--- src/lsar_pkg.sv ---
// Package for the line shape and alarm register bank: register offsets, field layout and carrier types.
// Assumes an eight-bit host register port on the same clock as the channel line logic.
package lsar_pkg;

    localparam int unsigned DATA_W    = 8;
    localparam int unsigned ADDR_W    = 8;
    localparam int unsigned CHAN_W    = 3;
    localparam int unsigned PIDX_W    = 5;
    localparam int unsigned SAMPLE_W  = 7;
    localparam int unsigned SAMPLES   = 24;
    localparam int unsigned CHANNELS  = 8;

    localparam logic [ADDR_W-1:0] OFF_SHAPE_CHAN = 8'h10;
    localparam logic [ADDR_W-1:0] OFF_SHAPE      = 8'h11;
    localparam logic [ADDR_W-1:0] OFF_DRV_DIS    = 8'h12;
    localparam logic [ADDR_W-1:0] OFF_ALM_STAT   = 8'h13;
    localparam logic [ADDR_W-1:0] OFF_ALM_EN     = 8'h14;
    localparam logic [ADDR_W-1:0] OFF_ALM_INT    = 8'h15;
    localparam logic [ADDR_W-1:0] OFF_BCAST      = 8'h16;
    localparam logic [ADDR_W-1:0] OFF_PHASE_ADDR = 8'h17;
    localparam logic [ADDR_W-1:0] OFF_PHASE_DATA = 8'h18;

    localparam logic [DATA_W-1:0] RESET_VAL      = 8'h00;

    // Line shape register layout.
    localparam int unsigned SHAPE_FIELD_LSB = 0;
    localparam int unsigned SHAPE_FIELD_W   = 4;
    localparam int unsigned INT_MATCH_BIT   = 4;
    localparam int unsigned SHAPE_STORE_W   = 5;

    // Phase address register layout.
    localparam int unsigned PA_IDX_LSB  = 0;
    localparam int unsigned PA_CHAN_LSB = 5;

    localparam logic [SHAPE_FIELD_W-1:0] SHAPE_CODE_120 = 4'h0;
    localparam logic [SHAPE_FIELD_W-1:0] SHAPE_CODE_75  = 4'h8;
    localparam logic [SAMPLE_W-1:0]      SAMPLE_MAX_POS = 7'h3F;
    localparam logic [SAMPLE_W-1:0]      SAMPLE_MAX_NEG = 7'h40;

    typedef enum logic [1:0] {
        LSAR_SHAPE_120,
        LSAR_SHAPE_75,
        LSAR_SHAPE_UNDEF
    } lsar_shape_t;

    typedef struct packed {
        logic              rd;
        logic              wr;
        logic [ADDR_W-1:0] addr;
        logic [DATA_W-1:0] wdata;
    } lsar_host_req_t;

    typedef struct packed {
        lsar_shape_t shape;
        logic        internal_matching_select;
        logic        driver_highz;
    } lsar_chan_cfg_t;

endpackage : lsar_pkg

--- src/lsar_regs.sv ---
// Line shape, transmit driver disable, alarm and custom waveform registers of an eight-channel line interface.
// Assumes the host strobes and the alarm levels come from logic on i_sys_clk, so no synchroniser is needed.
//
// How it works
// RULE1: Shape settings go to the selected channel.
// RULE2: Decode 0000 as 120 ohm, 1000 as 75.
// RULE3: Bit 4 picks internal or external matching.
// RULE4: Host writes zeros to bits seven to five.
// RULE5: Driver disable bit puts channel output high-Z.
// RULE6: Alarm status mirrors each receiver alarm.
// RULE7: Enable bits gate latching of alarm changes.
// RULE8: Alarm changes latch sticky until cleared.
// RULE9: Phase data written to every broadcast channel.
// RULE10: Phase address top bits pick channel.
// RULE11: Phase address low bits pick sample.
// RULE12: Every register clears to zero on reset. The waveform memory behind phase data is not reset here.
// RULE13: Reading interrupt status clears it and interrupt.
// RULE14: Samples are seven-bit two's complement values.
// RULE15: Interrupt low while any enabled bit set.
`timescale 1ns/1ps
module lsar_regs #(
    parameter int unsigned NUM_CH      = 8,
    parameter int unsigned NUM_SAMPLES = 24
) (
    input  wire logic                                      i_sys_clk,
    input  wire logic                                      i_rst,
    input  wire logic                                      i_clk_en,
    input  wire lsar_pkg::lsar_host_req_t                  i_host_req,
    output logic [lsar_pkg::DATA_W-1:0]                    o_host_rdata,
    output logic                                           o_host_rvalid,
    input  wire logic [NUM_CH-1:0]                         i_alarm,
    input  wire logic [lsar_pkg::PIDX_W-1:0]               i_line_sample_idx,
    output lsar_pkg::lsar_chan_cfg_t [NUM_CH-1:0]          o_chan_cfg,
    output logic [NUM_CH-1:0][lsar_pkg::SAMPLE_W-1:0]      o_line_sample,
    output logic                                           o_int_n
);
    import lsar_pkg::*;

    // Checked at elaboration, so an unusable build is refused before any cycle runs.
    if (NUM_CH < 1 || NUM_CH > CHANNELS) begin : g_bad_num_ch
        $error("NUM_CH must lie between 1 and 8");
    end
    if (NUM_SAMPLES < 1 || NUM_SAMPLES > (1 << PIDX_W)) begin : g_bad_num_samples
        $error("NUM_SAMPLES must fit the five-bit sample index");
    end

    function automatic lsar_shape_t decode_shape(input logic [SHAPE_FIELD_W-1:0] code);
        lsar_shape_t s;
        s = LSAR_SHAPE_UNDEF;
        if (code == SHAPE_CODE_120) begin
            s = LSAR_SHAPE_120;
        end else if (code == SHAPE_CODE_75) begin
            s = LSAR_SHAPE_75;
        end
        return s;
    endfunction : decode_shape

    function automatic logic hit(input logic [ADDR_W-1:0] a, input logic [ADDR_W-1:0] off);
        return a == off;
    endfunction : hit

    logic [CHAN_W-1:0]                   shape_channel_select_ff;
    logic [SHAPE_STORE_W-1:0]            shape_ff [NUM_CH];
    logic [NUM_CH-1:0]                   driver_highz_bits_ff;
    logic [NUM_CH-1:0]                   alarm_status_ff;
    logic [NUM_CH-1:0]                   alarm_enable_ff;
    logic [NUM_CH-1:0]                   alarm_change_bits_ff;
    logic [NUM_CH-1:0]                   broadcast_channel_mask_ff;
    logic [CHAN_W-1:0]                   phase_target_channel_ff;
    logic [PIDX_W-1:0]                   phase_sample_index_ff;
    logic [SAMPLE_W-1:0]                 wave_mem [NUM_CH][NUM_SAMPLES];
    logic [DATA_W-1:0]                   rdata_ff;
    logic                                rvalid_ff;
    logic                                int_n_ff;
    lsar_chan_cfg_t [NUM_CH-1:0]         cfg_ff;
    logic [NUM_CH-1:0][SAMPLE_W-1:0]     line_sample_ff;

    wire                      wr_en        = i_clk_en && i_host_req.wr;
    wire                      rd_en        = i_clk_en && i_host_req.rd;
    wire [ADDR_W-1:0]         addr         = i_host_req.addr;
    wire [DATA_W-1:0]         wdata        = i_host_req.wdata;
    wire                      wr_shape     = wr_en && hit(addr, OFF_SHAPE);
    wire                      wr_phase     = wr_en && hit(addr, OFF_PHASE_DATA);
    wire                      rd_int       = rd_en && hit(addr, OFF_ALM_INT);
    wire                      sel_in_range = 32'(shape_channel_select_ff) < NUM_CH;
    wire                      pidx_ok      = 32'(phase_sample_index_ff) < NUM_SAMPLES;
    wire                      tgt_ok       = 32'(phase_target_channel_ff) < NUM_CH;
    wire [NUM_CH-1:0]         alarm_change = i_alarm ^ alarm_status_ff;
    // Set wins over the read clear, so a change landing on the clearing read is kept.
    wire [NUM_CH-1:0]         alarm_set    = alarm_change & alarm_enable_ff;                       // [RULE7]
    wire [NUM_CH-1:0]         nxt_alarm_change_bits =
        (rd_int ? {NUM_CH{1'b0}} : alarm_change_bits_ff) | alarm_set;                              // [RULE8] [RULE13]
    wire                      nxt_int_n    = ~|(nxt_alarm_change_bits & alarm_enable_ff);          // [RULE15]
    wire [SHAPE_STORE_W-1:0]  sel_shape    = sel_in_range ? shape_ff[shape_channel_select_ff]
                                                          : SHAPE_STORE_W'(RESET_VAL);
    wire [SAMPLE_W-1:0]       sel_sample   = (pidx_ok && tgt_ok)
        ? wave_mem[phase_target_channel_ff][phase_sample_index_ff] : SAMPLE_W'(RESET_VAL);
    // A zero broadcast mask falls back to the channel named in the phase address.
    wire [NUM_CH-1:0]         phase_dest   = (|broadcast_channel_mask_ff) ? broadcast_channel_mask_ff
                                           : (tgt_ok ? NUM_CH'(1) << phase_target_channel_ff
                                                     : {NUM_CH{1'b0}});                            // [RULE9]

    logic [DATA_W-1:0] nxt_rdata;
    always_comb begin
        nxt_rdata = RESET_VAL;
        case (addr)
            OFF_SHAPE_CHAN: nxt_rdata = DATA_W'(shape_channel_select_ff);
            OFF_SHAPE:      nxt_rdata = DATA_W'(sel_shape);                                        // [RULE1]
            OFF_DRV_DIS:    nxt_rdata = DATA_W'(driver_highz_bits_ff);
            OFF_ALM_STAT:   nxt_rdata = DATA_W'(alarm_status_ff);                                  // [RULE6]
            OFF_ALM_EN:     nxt_rdata = DATA_W'(alarm_enable_ff);
            OFF_ALM_INT:    nxt_rdata = DATA_W'(alarm_change_bits_ff);
            OFF_BCAST:      nxt_rdata = DATA_W'(broadcast_channel_mask_ff);
            OFF_PHASE_ADDR: nxt_rdata = {phase_target_channel_ff, phase_sample_index_ff};
            OFF_PHASE_DATA: nxt_rdata = DATA_W'(sel_sample);
            default:        nxt_rdata = RESET_VAL;
        endcase
    end

    always_ff @(posedge i_sys_clk) begin
        if (i_rst) begin                                                                           // [RULE12]
            shape_channel_select_ff   <= CHAN_W'(RESET_VAL);
            driver_highz_bits_ff      <= NUM_CH'(RESET_VAL);
            alarm_status_ff           <= NUM_CH'(RESET_VAL);
            alarm_enable_ff           <= NUM_CH'(RESET_VAL);
            alarm_change_bits_ff      <= NUM_CH'(RESET_VAL);
            broadcast_channel_mask_ff <= NUM_CH'(RESET_VAL);
            phase_target_channel_ff   <= CHAN_W'(RESET_VAL);
            phase_sample_index_ff     <= PIDX_W'(RESET_VAL);
            rdata_ff                  <= RESET_VAL;
            rvalid_ff                 <= 1'b0;
            int_n_ff                  <= 1'b1;
        end else if (i_clk_en) begin
            alarm_status_ff      <= i_alarm;                                                       // [RULE6]
            alarm_change_bits_ff <= nxt_alarm_change_bits;                                         // [RULE8]
            int_n_ff             <= nxt_int_n;                                                     // [RULE15]
            rvalid_ff            <= rd_en;
            if (rd_en) begin
                rdata_ff <= nxt_rdata;
            end
            if (wr_en) begin
                case (addr)
                    OFF_SHAPE_CHAN: shape_channel_select_ff   <= wdata[CHAN_W-1:0];
                    OFF_DRV_DIS:    driver_highz_bits_ff      <= wdata[NUM_CH-1:0];
                    OFF_ALM_EN:     alarm_enable_ff           <= wdata[NUM_CH-1:0];
                    OFF_BCAST:      broadcast_channel_mask_ff <= wdata[NUM_CH-1:0];
                    OFF_PHASE_ADDR: begin
                        phase_target_channel_ff <= wdata[PA_CHAN_LSB +: CHAN_W];                   // [RULE10]
                        phase_sample_index_ff   <= wdata[PA_IDX_LSB +: PIDX_W];                    // [RULE11]
                    end
                    default: ;
                endcase
            end
        end
    end

    genvar ch;
    generate
        for (ch = 0; ch < NUM_CH; ch++) begin : g_chan
            always_ff @(posedge i_sys_clk) begin
                if (i_rst) begin
                    shape_ff[ch] <= SHAPE_STORE_W'(RESET_VAL);                                     // [RULE12]
                    cfg_ff[ch]   <= '{shape: LSAR_SHAPE_120, internal_matching_select: 1'b0,
                                      driver_highz: 1'b0};
                end else if (i_clk_en) begin
                    // Reserved upper bits are dropped so a careless write cannot leak into them.
                    if (wr_shape && 32'(shape_channel_select_ff) == ch) begin
                        shape_ff[ch] <= wdata[SHAPE_STORE_W-1:0];                                  // [RULE1] [RULE4]
                    end
                    cfg_ff[ch].shape <= decode_shape(shape_ff[ch][SHAPE_FIELD_LSB +: SHAPE_FIELD_W]); // [RULE2]
                    cfg_ff[ch].internal_matching_select <= shape_ff[ch][INT_MATCH_BIT];            // [RULE3]
                    cfg_ff[ch].driver_highz <= driver_highz_bits_ff[ch];                           // [RULE5]
                end
            end

            // Waveform memory holds no reset; software reloads it after power-up.
            always_ff @(posedge i_sys_clk) begin
                if (i_clk_en) begin
                    if (wr_phase && pidx_ok && phase_dest[ch]) begin
                        wave_mem[ch][phase_sample_index_ff] <= wdata[SAMPLE_W-1:0];                // [RULE9] [RULE11] [RULE14]
                    end
                    if (32'(i_line_sample_idx) < NUM_SAMPLES) begin
                        line_sample_ff[ch] <= wave_mem[ch][i_line_sample_idx];
                    end else begin
                        line_sample_ff[ch] <= SAMPLE_W'(RESET_VAL);
                    end
                end
            end
        end
    endgenerate

    assign o_host_rdata  = rdata_ff;
    assign o_host_rvalid = rvalid_ff;
    assign o_chan_cfg    = cfg_ff;
    assign o_line_sample = line_sample_ff;
    assign o_int_n       = int_n_ff;

endmodule : lsar_regs

--- config.mk ---
export PLATFORM = sky130hd
export DESIGN_NAME = lsar_regs
export DESIGN_NICKNAME = d
export VERILOG_FILES = /design/src/lsar_pkg.sv /design/src/lsar_regs.sv
export SDC_FILE = /design/constraint.sdc
export NUM_CORES = 2
export LEC_CHECK = 0
export ABC_AREA = 0
export BUFFER_PORTS_ARGS = -buffer_cell sky130_fd_sc_hd__buf_2
export CAP_MARGIN = 20
export CORE_AREA = 2 2 380 382
export DETAILED_ROUTE_END_ITERATION = 10
export DIE_AREA = 0 0 382 384
export PLACE_DENSITY_LB_ADDON = 0.12
export RECOVER_POWER = 50
export SLEW_MARGIN = 10
export SYNTH_ARGS = -nofsm -noshare
export SYNTH_HDL_FRONTEND = slang
export SYNTH_SLANG_ARGS = --single-unit
export TNS_END_PERCENT = 30
--- constraint.sdc ---
create_clock -name i_sys_clk -period 3.1 [get_ports i_sys_clk]
set_clock_uncertainty 0.1 [all_clocks]
set_input_delay 0.465 -clock i_sys_clk [delete_from_list [all_inputs] [get_ports i_sys_clk]]
set_output_delay 0.465 -clock i_sys_clk [all_outputs]
set_load 0.02 [all_outputs]
* Yosys cells after proc, flatten, opt, wreduce, memory -nomap -nowiden *
Memory sizes are Yosys's and may differ from the RTL's. A register that Yosys moved wholly into a read port is not among the register bits.
Index checks and enable logic that the tools add are counted.

storage, ports and cells
  flip-flop bits (word level) = 149
  bits in writable memories = 1384
  input port bits = 34
  output and inout bits = 98
  logic and storage cells = 249
  memories = 2

cells by class
  $lt $le $gt $ge = 5
  equal/unequal tests = 24
  shift-type cells = 1
  mux-type cells = 119
  bitwise operators = 14
  reduce and logical (&&, ||, !) cells = 41

memory list
  memory    words  bits a word  rd ports  clocked after Yosys merged registers in  wr ports  RTL line         text
  wave_mem  8      168          9         1                                        8         lsar_regs.sv:71  logic [SAMPLE_W-1:0] wave_mem [NUM_CH][NUM_SAMPLES];
  shape_ff  8      5            9         1                                        8         lsar_regs.sv:63  logic [SHAPE_STORE_W-1:0] shape_ff [NUM_CH];

operators by type and width
  operator                                                            number
  168-bit two-way mux                                                 8
  7-bit binary-select mux with 5-bit select                           9
  7-bit two-way mux                                                   20
  8-bit by 5-bit == test with 1-bit output (second input constant)    9
  8-bit case mux with 9 select lines                                  1
  1-bit two-way mux                                                   50
  5-bit two-way mux                                                   8
  7-bit demux with 5-bit select                                       1
  4-bit == test (second input constant)                               8
  4-bit zero test                                                     8
  2-bit two-way mux                                                   16
  1-bit logical AND                                                   23
  8-bit bitwise AND                                                   2
  8-bit two-way mux                                                   2
  8-bit OR reduction                                                  2
  3-bit AND reduction                                                 5
  3-bit == test (second input constant)                               4
  6-bit >= comparator (second input constant)                         2
  3-bit two-way mux                                                   4
  5-bit inverter with 6-bit output                                    2
  5-bit < comparator (second input constant)                          2
  1-bit OR                                                            8
  8-bit OR                                                            1
  1-bit by 3-bit << shifter with 8-bit output (first input constant)  1
  7 further kinds                                                     8

* Longest topological paths before layout *
  depth in word-level cells = 8
  depth in mapped cells = 14
  mapped depth without buffers = 7

* Worst setup path before layout *
OpenSTA, ideal clock, no wires.

  kind = in2reg
  start point = input i_line_sample_idx[0] in the netlist's numbering
  end point = register line_sample_ff, in the netlist o_line_sample[7] (data pin)
  library setup time = 0.271 ns
  arrival time = 2.525 ns
  data required time = 2.729 ns
  setup slack = 0.204 ns
  stages = 7
  path buffers = 3
  cells stage by stage = clkbuf_1 -> buf_2 -> buf_1 -> mux4_2 -> mux4_2 -> inv_1 -> o22ai_1

on the way
  word-level cells in the longest chain between the ends = 4
  elaborated cells on any way between the ends = 5
  those cells by class = order compare (1); mux (3); bitwise (1)

ends and longest elaborated chain
  element                                                 RTL line          text
  start, declared                                         lsar_regs.sv:32   input wire logic [lsar_pkg::PIDX_W-1:0] i_line_sample_idx,
  5-bit inverter with 6-bit output (not written as such)  lsar_regs.sv:183  line_sample_ff[ch] <= wave_mem[ch][i_line_sample_idx];
  7-bit binary-select mux with 5-bit select               lsar_regs.sv:183
  7-bit two-way mux (not written as such) (2 in a row)    lsar_regs.sv:183
  end signal, assigned by index                           lsar_regs.sv:183
  end signal, assigned by index                           lsar_regs.sv:185  line_sample_ff[ch] <= SAMPLE_W'(RESET_VAL);
  end, declared                                           lsar_regs.sv:76   logic [NUM_CH-1:0][SAMPLE_W-1:0] line_sample_ff;

Several ways; a longest one is shown, not always the timed one. The select of a mux whose other input is x is not followed.
A chain may end at the register's enable or synchronous reset.

==> summary by stage <==
Worst setup path
The count of cells along the worst register-to-register path is 9. At the worst endpoint, the required time is between 3 and 4 ns. The worst reg-to-reg setup slack is -0.08 ns. The endpoint identified for the worst register-to-register timing path is o_host_rdata[0]$_SDFFE_PP0P_.

The critical path ends at o_host_rdata[0]$_SDFFE_PP0P_. The startpoint class of the critical path is a flop. The slowest cell on the critical path is sky130_fd_sc_hd__nor3_1. The critical path capture point type is a flop. Of all nets on the critical path, the largest fanout is 19. Data arrives at the worst endpoint at 3.76 ns. The peak per-stage delay on the critical path is 0.66 ns. Walking the worst path, the cells encountered are buf_12 > buf_16 > buf_16 > mux2_2 > o21ai_0 > a22oi_1 > nor3_1 > o2111a_1 > a21oi_1. The critical path class is reg -> reg. The library cell appearing most often on the critical path is sky130_fd_sc_hd__buf_16.

Clock network
The number of clock buffers inserted by TritonCTS is 163. Clock tree synthesis found a total of 1539 sinks. The maximum number of buffers from clock root to sink is 3. The H-tree depth is 4. TritonCTS built the clock tree.

At the later pin of the worst-skew pair, clock insertion delay measures 0.79 ns. The CTS clock-pin slew for the worst setup and hold paths is 0.06 ns. The clock root buffer is sky130_fd_sc_hd__clkbuf_16.

Status
The run finished, with violations left. The final reports fail on capacitance limit, slew limit, setup timing.

STA
The relative slew slack is -1.14. Setup violations remaining at the end of the flow were counted as 2. Dividing the final minimum period by the clock period gives 1.03. The transition at the pin with the smallest max-transition slack is 3.21 ns.

Setup repair after global routing could not meet its margin everywhere. The worst setup margin is -0.0793 ns. Timing would allow up to 315 MHz.

The total count of hold-check failures in the final report is 0. The minimum hold slack is around 0.11 ns. The time the final worst path needs with I/O delays and setup is around 3.2 ns. The max-slew violation count was 507.

Place
At the end of routability-driven placement, the weighted congestion stood at 0.999. The half-perimeter wire length of the detailed placement result is approximately 190000 um. Before CTS, the worst setup slack after placement is -0.325 ns. The number of port buffers is 131. Including well taps, the total number of placed cells is approximately 6300.

Pwr
Of the total power, the share spent switching nets is 0.219. Of the total power, combinational logic draws 0.052. The total design power is 0.0447 W.

The internal power summed over all cells is 0.0349 W. The clock power share is 0.437. Dividing total power by cell area gives a power density of 536 nW/um2.

The analysis attributes to cell leakage a power of 27.6 nW. Across the VDD grid, the largest voltage drop is 0.515 mV. The power dissipated by switching net loads is 0.00979 W.

Of the total power, registers draw 0.511.

Die
The floorplan has 139 rows. The total area inside the core boundary comes to 143000 um2. In this run the horizontal extent of the chip is roughly 380 um. The number of primary I/O pins is between 100 and 150. The effective utilization at floorplan is 0.497.

The floorplan step defined a die boundary enclosing 147000 um2. The floorplan step set the die height to ~380 um.

Detailed routing
The remaining design rule violation count is 0. The pre-antenna-repair detailed-routing pass consisted of 6 iterations. The total vias in the final route is 45049. The average wire length per cell after detail routing is between 30 and 40 um. In the routed layout, each cell is associated on average with a via count of 6.81. The detail route stage leaves a number of antenna-violating nets equal to 0. In this run, the number of DRC markers left after iteration 0 of detailed routing was 7602. The total routed wirelength is 253000 um.

Finish
The synthesis-to-finish area growth is 17.7%. In the final layout, the share of cells above drive strength 1 is 0.349. The post-layout net count is 4608.

The total of fill cells in the finished design is 10732. Leaving out fill and tap cells, the most frequent cell in the layout is sky130_fd_sc_hd__edfxtp_1. The library cells used most frequently in the layout, excluding fill and tap cells, are sky130_fd_sc_hd__edfxtp_1 (1440), sky130_fd_sc_hd__mux4_2 (631), sky130_fd_sc_hd__buf_4 (476), sky130_fd_sc_hd__mux2i_1 (326), sky130_fd_sc_hd__nor2_1 (307).

Excluding fillers, the count of instances in the completed layout stands at 6614. The core occupancy in the finished layout is 0.585.

GRT
The via count of the first global-routing pass is 43478. For this run, the total global-route usage over all layers was measured as 0.344. Entering global routing, the biggest net connects 124 pins. The initial antenna violation count is 14. The first global-routing pass estimated 346000 um of wire. For this run the aggregate overflow at the end of global routing stands at 0.

Yosys
Of the post-synthesis cell area, the dominant cell type holds 0.610. The post-synth net total is 4018. The top flip-flop cell by instance count after synthesis is sky130_fd_sc_hd__edfxtp_1. The summed instance area of the synthesized netlist is 70900 um2. The async set-or-reset flop fraction in the synthesized netlist is 0. During synthesis, Yosys emitted a total of 0 warnings. The top cell type by total area after synthesis is sky130_fd_sc_hd__edfxtp_1.

Synthesis instantiated 65 different standard cells from the library. Counting flops with a built-in enable in the synthesized netlist gives 1440. The per-instance average area after synthesis is 17.8 um2. The proportion of synthesized chip area in sequential cells is 0.638. The number of cells produced by synthesis is 3984.

Yosys attributes the largest share of cell area to sky130_fd_sc_hd__edfxtp_1 (61%), sky130_fd_sc_hd__mux4_2 (20%), sky130_fd_sc_hd__mux2i_1 (4.6%). The register bit count reported by yosys is 1539.

Job
The number of max-cap violations is 8.

Hold path
The type of the most critical hold path is in -> reg.
==> power by group through the flow <==
| stage | combinational [W] | clock [W] | sequential, W |
|---|---|---|---|
| 2_1_floorplan | 0.00102 | 0 | 0.0234 |
| 3_3_place_gp | 0.00228 | 0 | 0.0233 |
| 3_5_place_dp | 0.00229 | 0 | 0.0233 |
| 4_1_cts | 0.00231 | 0.0197 | 0.0228 |
| 5_1_grt | 0.00240 | 0.0205 | 0.0229 |
| 6_report | 0.00231 | 0.0195 | 0.0229 |
==> cell type report <==
class | count | area [um2] | area share
clock buffer | 202 | 4350 | 0.0521
inverter | 62 | 234 | 0.00280
tap | 1903 | 2380 | 0.0285
multi-input combinational | 2080 | 24200 | 0.290
sequential | 1539 | 45200 | 0.542
antenna | 3 | 7.51 | 0.0000899
timing repair buffer | 728 | 6130 | 0.0734
clock inverter | 97 | 955 | 0.0114
==> sequential cells by signal (all words and copies together) (netlist names), 3 cells and up, named ones only <==
register,cells
alarm_change_bits_ff,8
alarm_enable_ff,8
alarm_status_ff,8
broadcast_channel_mask_ff,8
driver_highz_bits_ff,8
o_chan_cfg,32
o_host_rdata,8
o_line_sample,56
phase_sample_index_ff,5
phase_target_channel_ff,3
shape_channel_select_ff,3
shape_ff,40
wave_mem,1344
==> what timing repair did <==
item,in CTS,in global routing
setup endpoints to repair,12,6
hold endpoints to repair,47,0
gates cloned,0,3
gates resized for setup,8,26
hold buffers,11,0
pin swaps,0,5
setup buffers,3,7
==> stage by stage <==
stage,setup TNS (ns),area (um2)
2_1_floorplan,0,70900
3_3_place_gp,-0.657,78000
3_5_place_dp,-0.775,78000
4_1_cts,0,83400
5_1_grt,-0.157,83500
6_report,-0.117,83500
==> synth_stat cells, types with 10 or more instances <==
library cell and instances:
sky130_fd_sc_hd__edfxtp_1 1440, sky130_fd_sc_hd__mux4_2 631, sky130_fd_sc_hd__mux2i_1 326, sky130_fd_sc_hd__nor2_1 309
sky130_fd_sc_hd__clkbuf_1 158, sky130_fd_sc_hd__nand2_1 110, sky130_fd_sc_hd__dfxtp_1 99, sky130_fd_sc_hd__o22ai_1 93
sky130_fd_sc_hd__a22oi_1 83, sky130_fd_sc_hd__a21oi_1 69, sky130_fd_sc_hd__inv_1 62, sky130_fd_sc_hd__buf_1 56
sky130_fd_sc_hd__o21ai_0 56, sky130_fd_sc_hd__nand3_1 49, sky130_fd_sc_hd__and2_1 42, sky130_fd_sc_hd__buf_2 42
sky130_fd_sc_hd__mux2_2 35, sky130_fd_sc_hd__buf_4 32, sky130_fd_sc_hd__nor3_1 31, sky130_fd_sc_hd__a211oi_1 23
sky130_fd_sc_hd__nand2b_1 21, sky130_fd_sc_hd__o211ai_1 16, sky130_fd_sc_hd__nand4_1 15, sky130_fd_sc_hd__a32oi_1 14
sky130_fd_sc_hd__buf_6 14, sky130_fd_sc_hd__a22o_1 12, sky130_fd_sc_hd__mux4_1 11, sky130_fd_sc_hd__nor2b_1 10
==> per-layer routing <==
layer | global-route usage | part of all wire | routed length (um)
met2 | 0.545 | 0.47 | 119000
met4 | 0.186 | 0.067 | 16900
met1 | 0.447 | 0.36 | 90600
met3 | 0.0764 | 0.10 | 26500
met5 | 0 | 0.00014 | 35
==> worst min path at each step <==
stage	startpoint	to	slack, ns	cells after the start
floorplan	alarm_change_bits_ff[0]$_SDFFE_PP0P_	alarm_change_bits_ff[0]$_SDFFE_PP0P_	0.35	2
global placement	o_host_rdata[7]$_SDFFE_PP0P_	o_host_rdata[7]$_SDFFE_PP0P_	0.34	2
detailed placement	o_host_rdata[7]$_SDFFE_PP0P_	o_host_rdata[7]$_SDFFE_PP0P_	0.35	2
CTS	i_host_req[4]	wave_mem[7][11]$_DFFE_PP_	0.004	1
global route	i_line_sample_idx[3]	o_line_sample[0]$_SDFFCE_PP0P_	0.15	3
finish	i_line_sample_idx[3]	o_line_sample[0]$_SDFFCE_PP0P_	0.11	3
==> critical path, delay by kind of cell (launching register included) <==
family,cells,cell delay (ns)
simple gates,1,0.66
buf+inv,3,0.54
flops,1,0.36
mux,1,0.38
compound gates,4,1.00
==> logic make-up after synthesis <==
logic type      after synthesis  share of synthesized area
flops                      1539                      0.638
mux                        1003                      0.256
simple gates                630                     0.0402
compound gates              439                     0.0415
xor+xnor                      8                   0.000988
buf+inv                     365                     0.0234
Power figures use the tool's default switching activity.
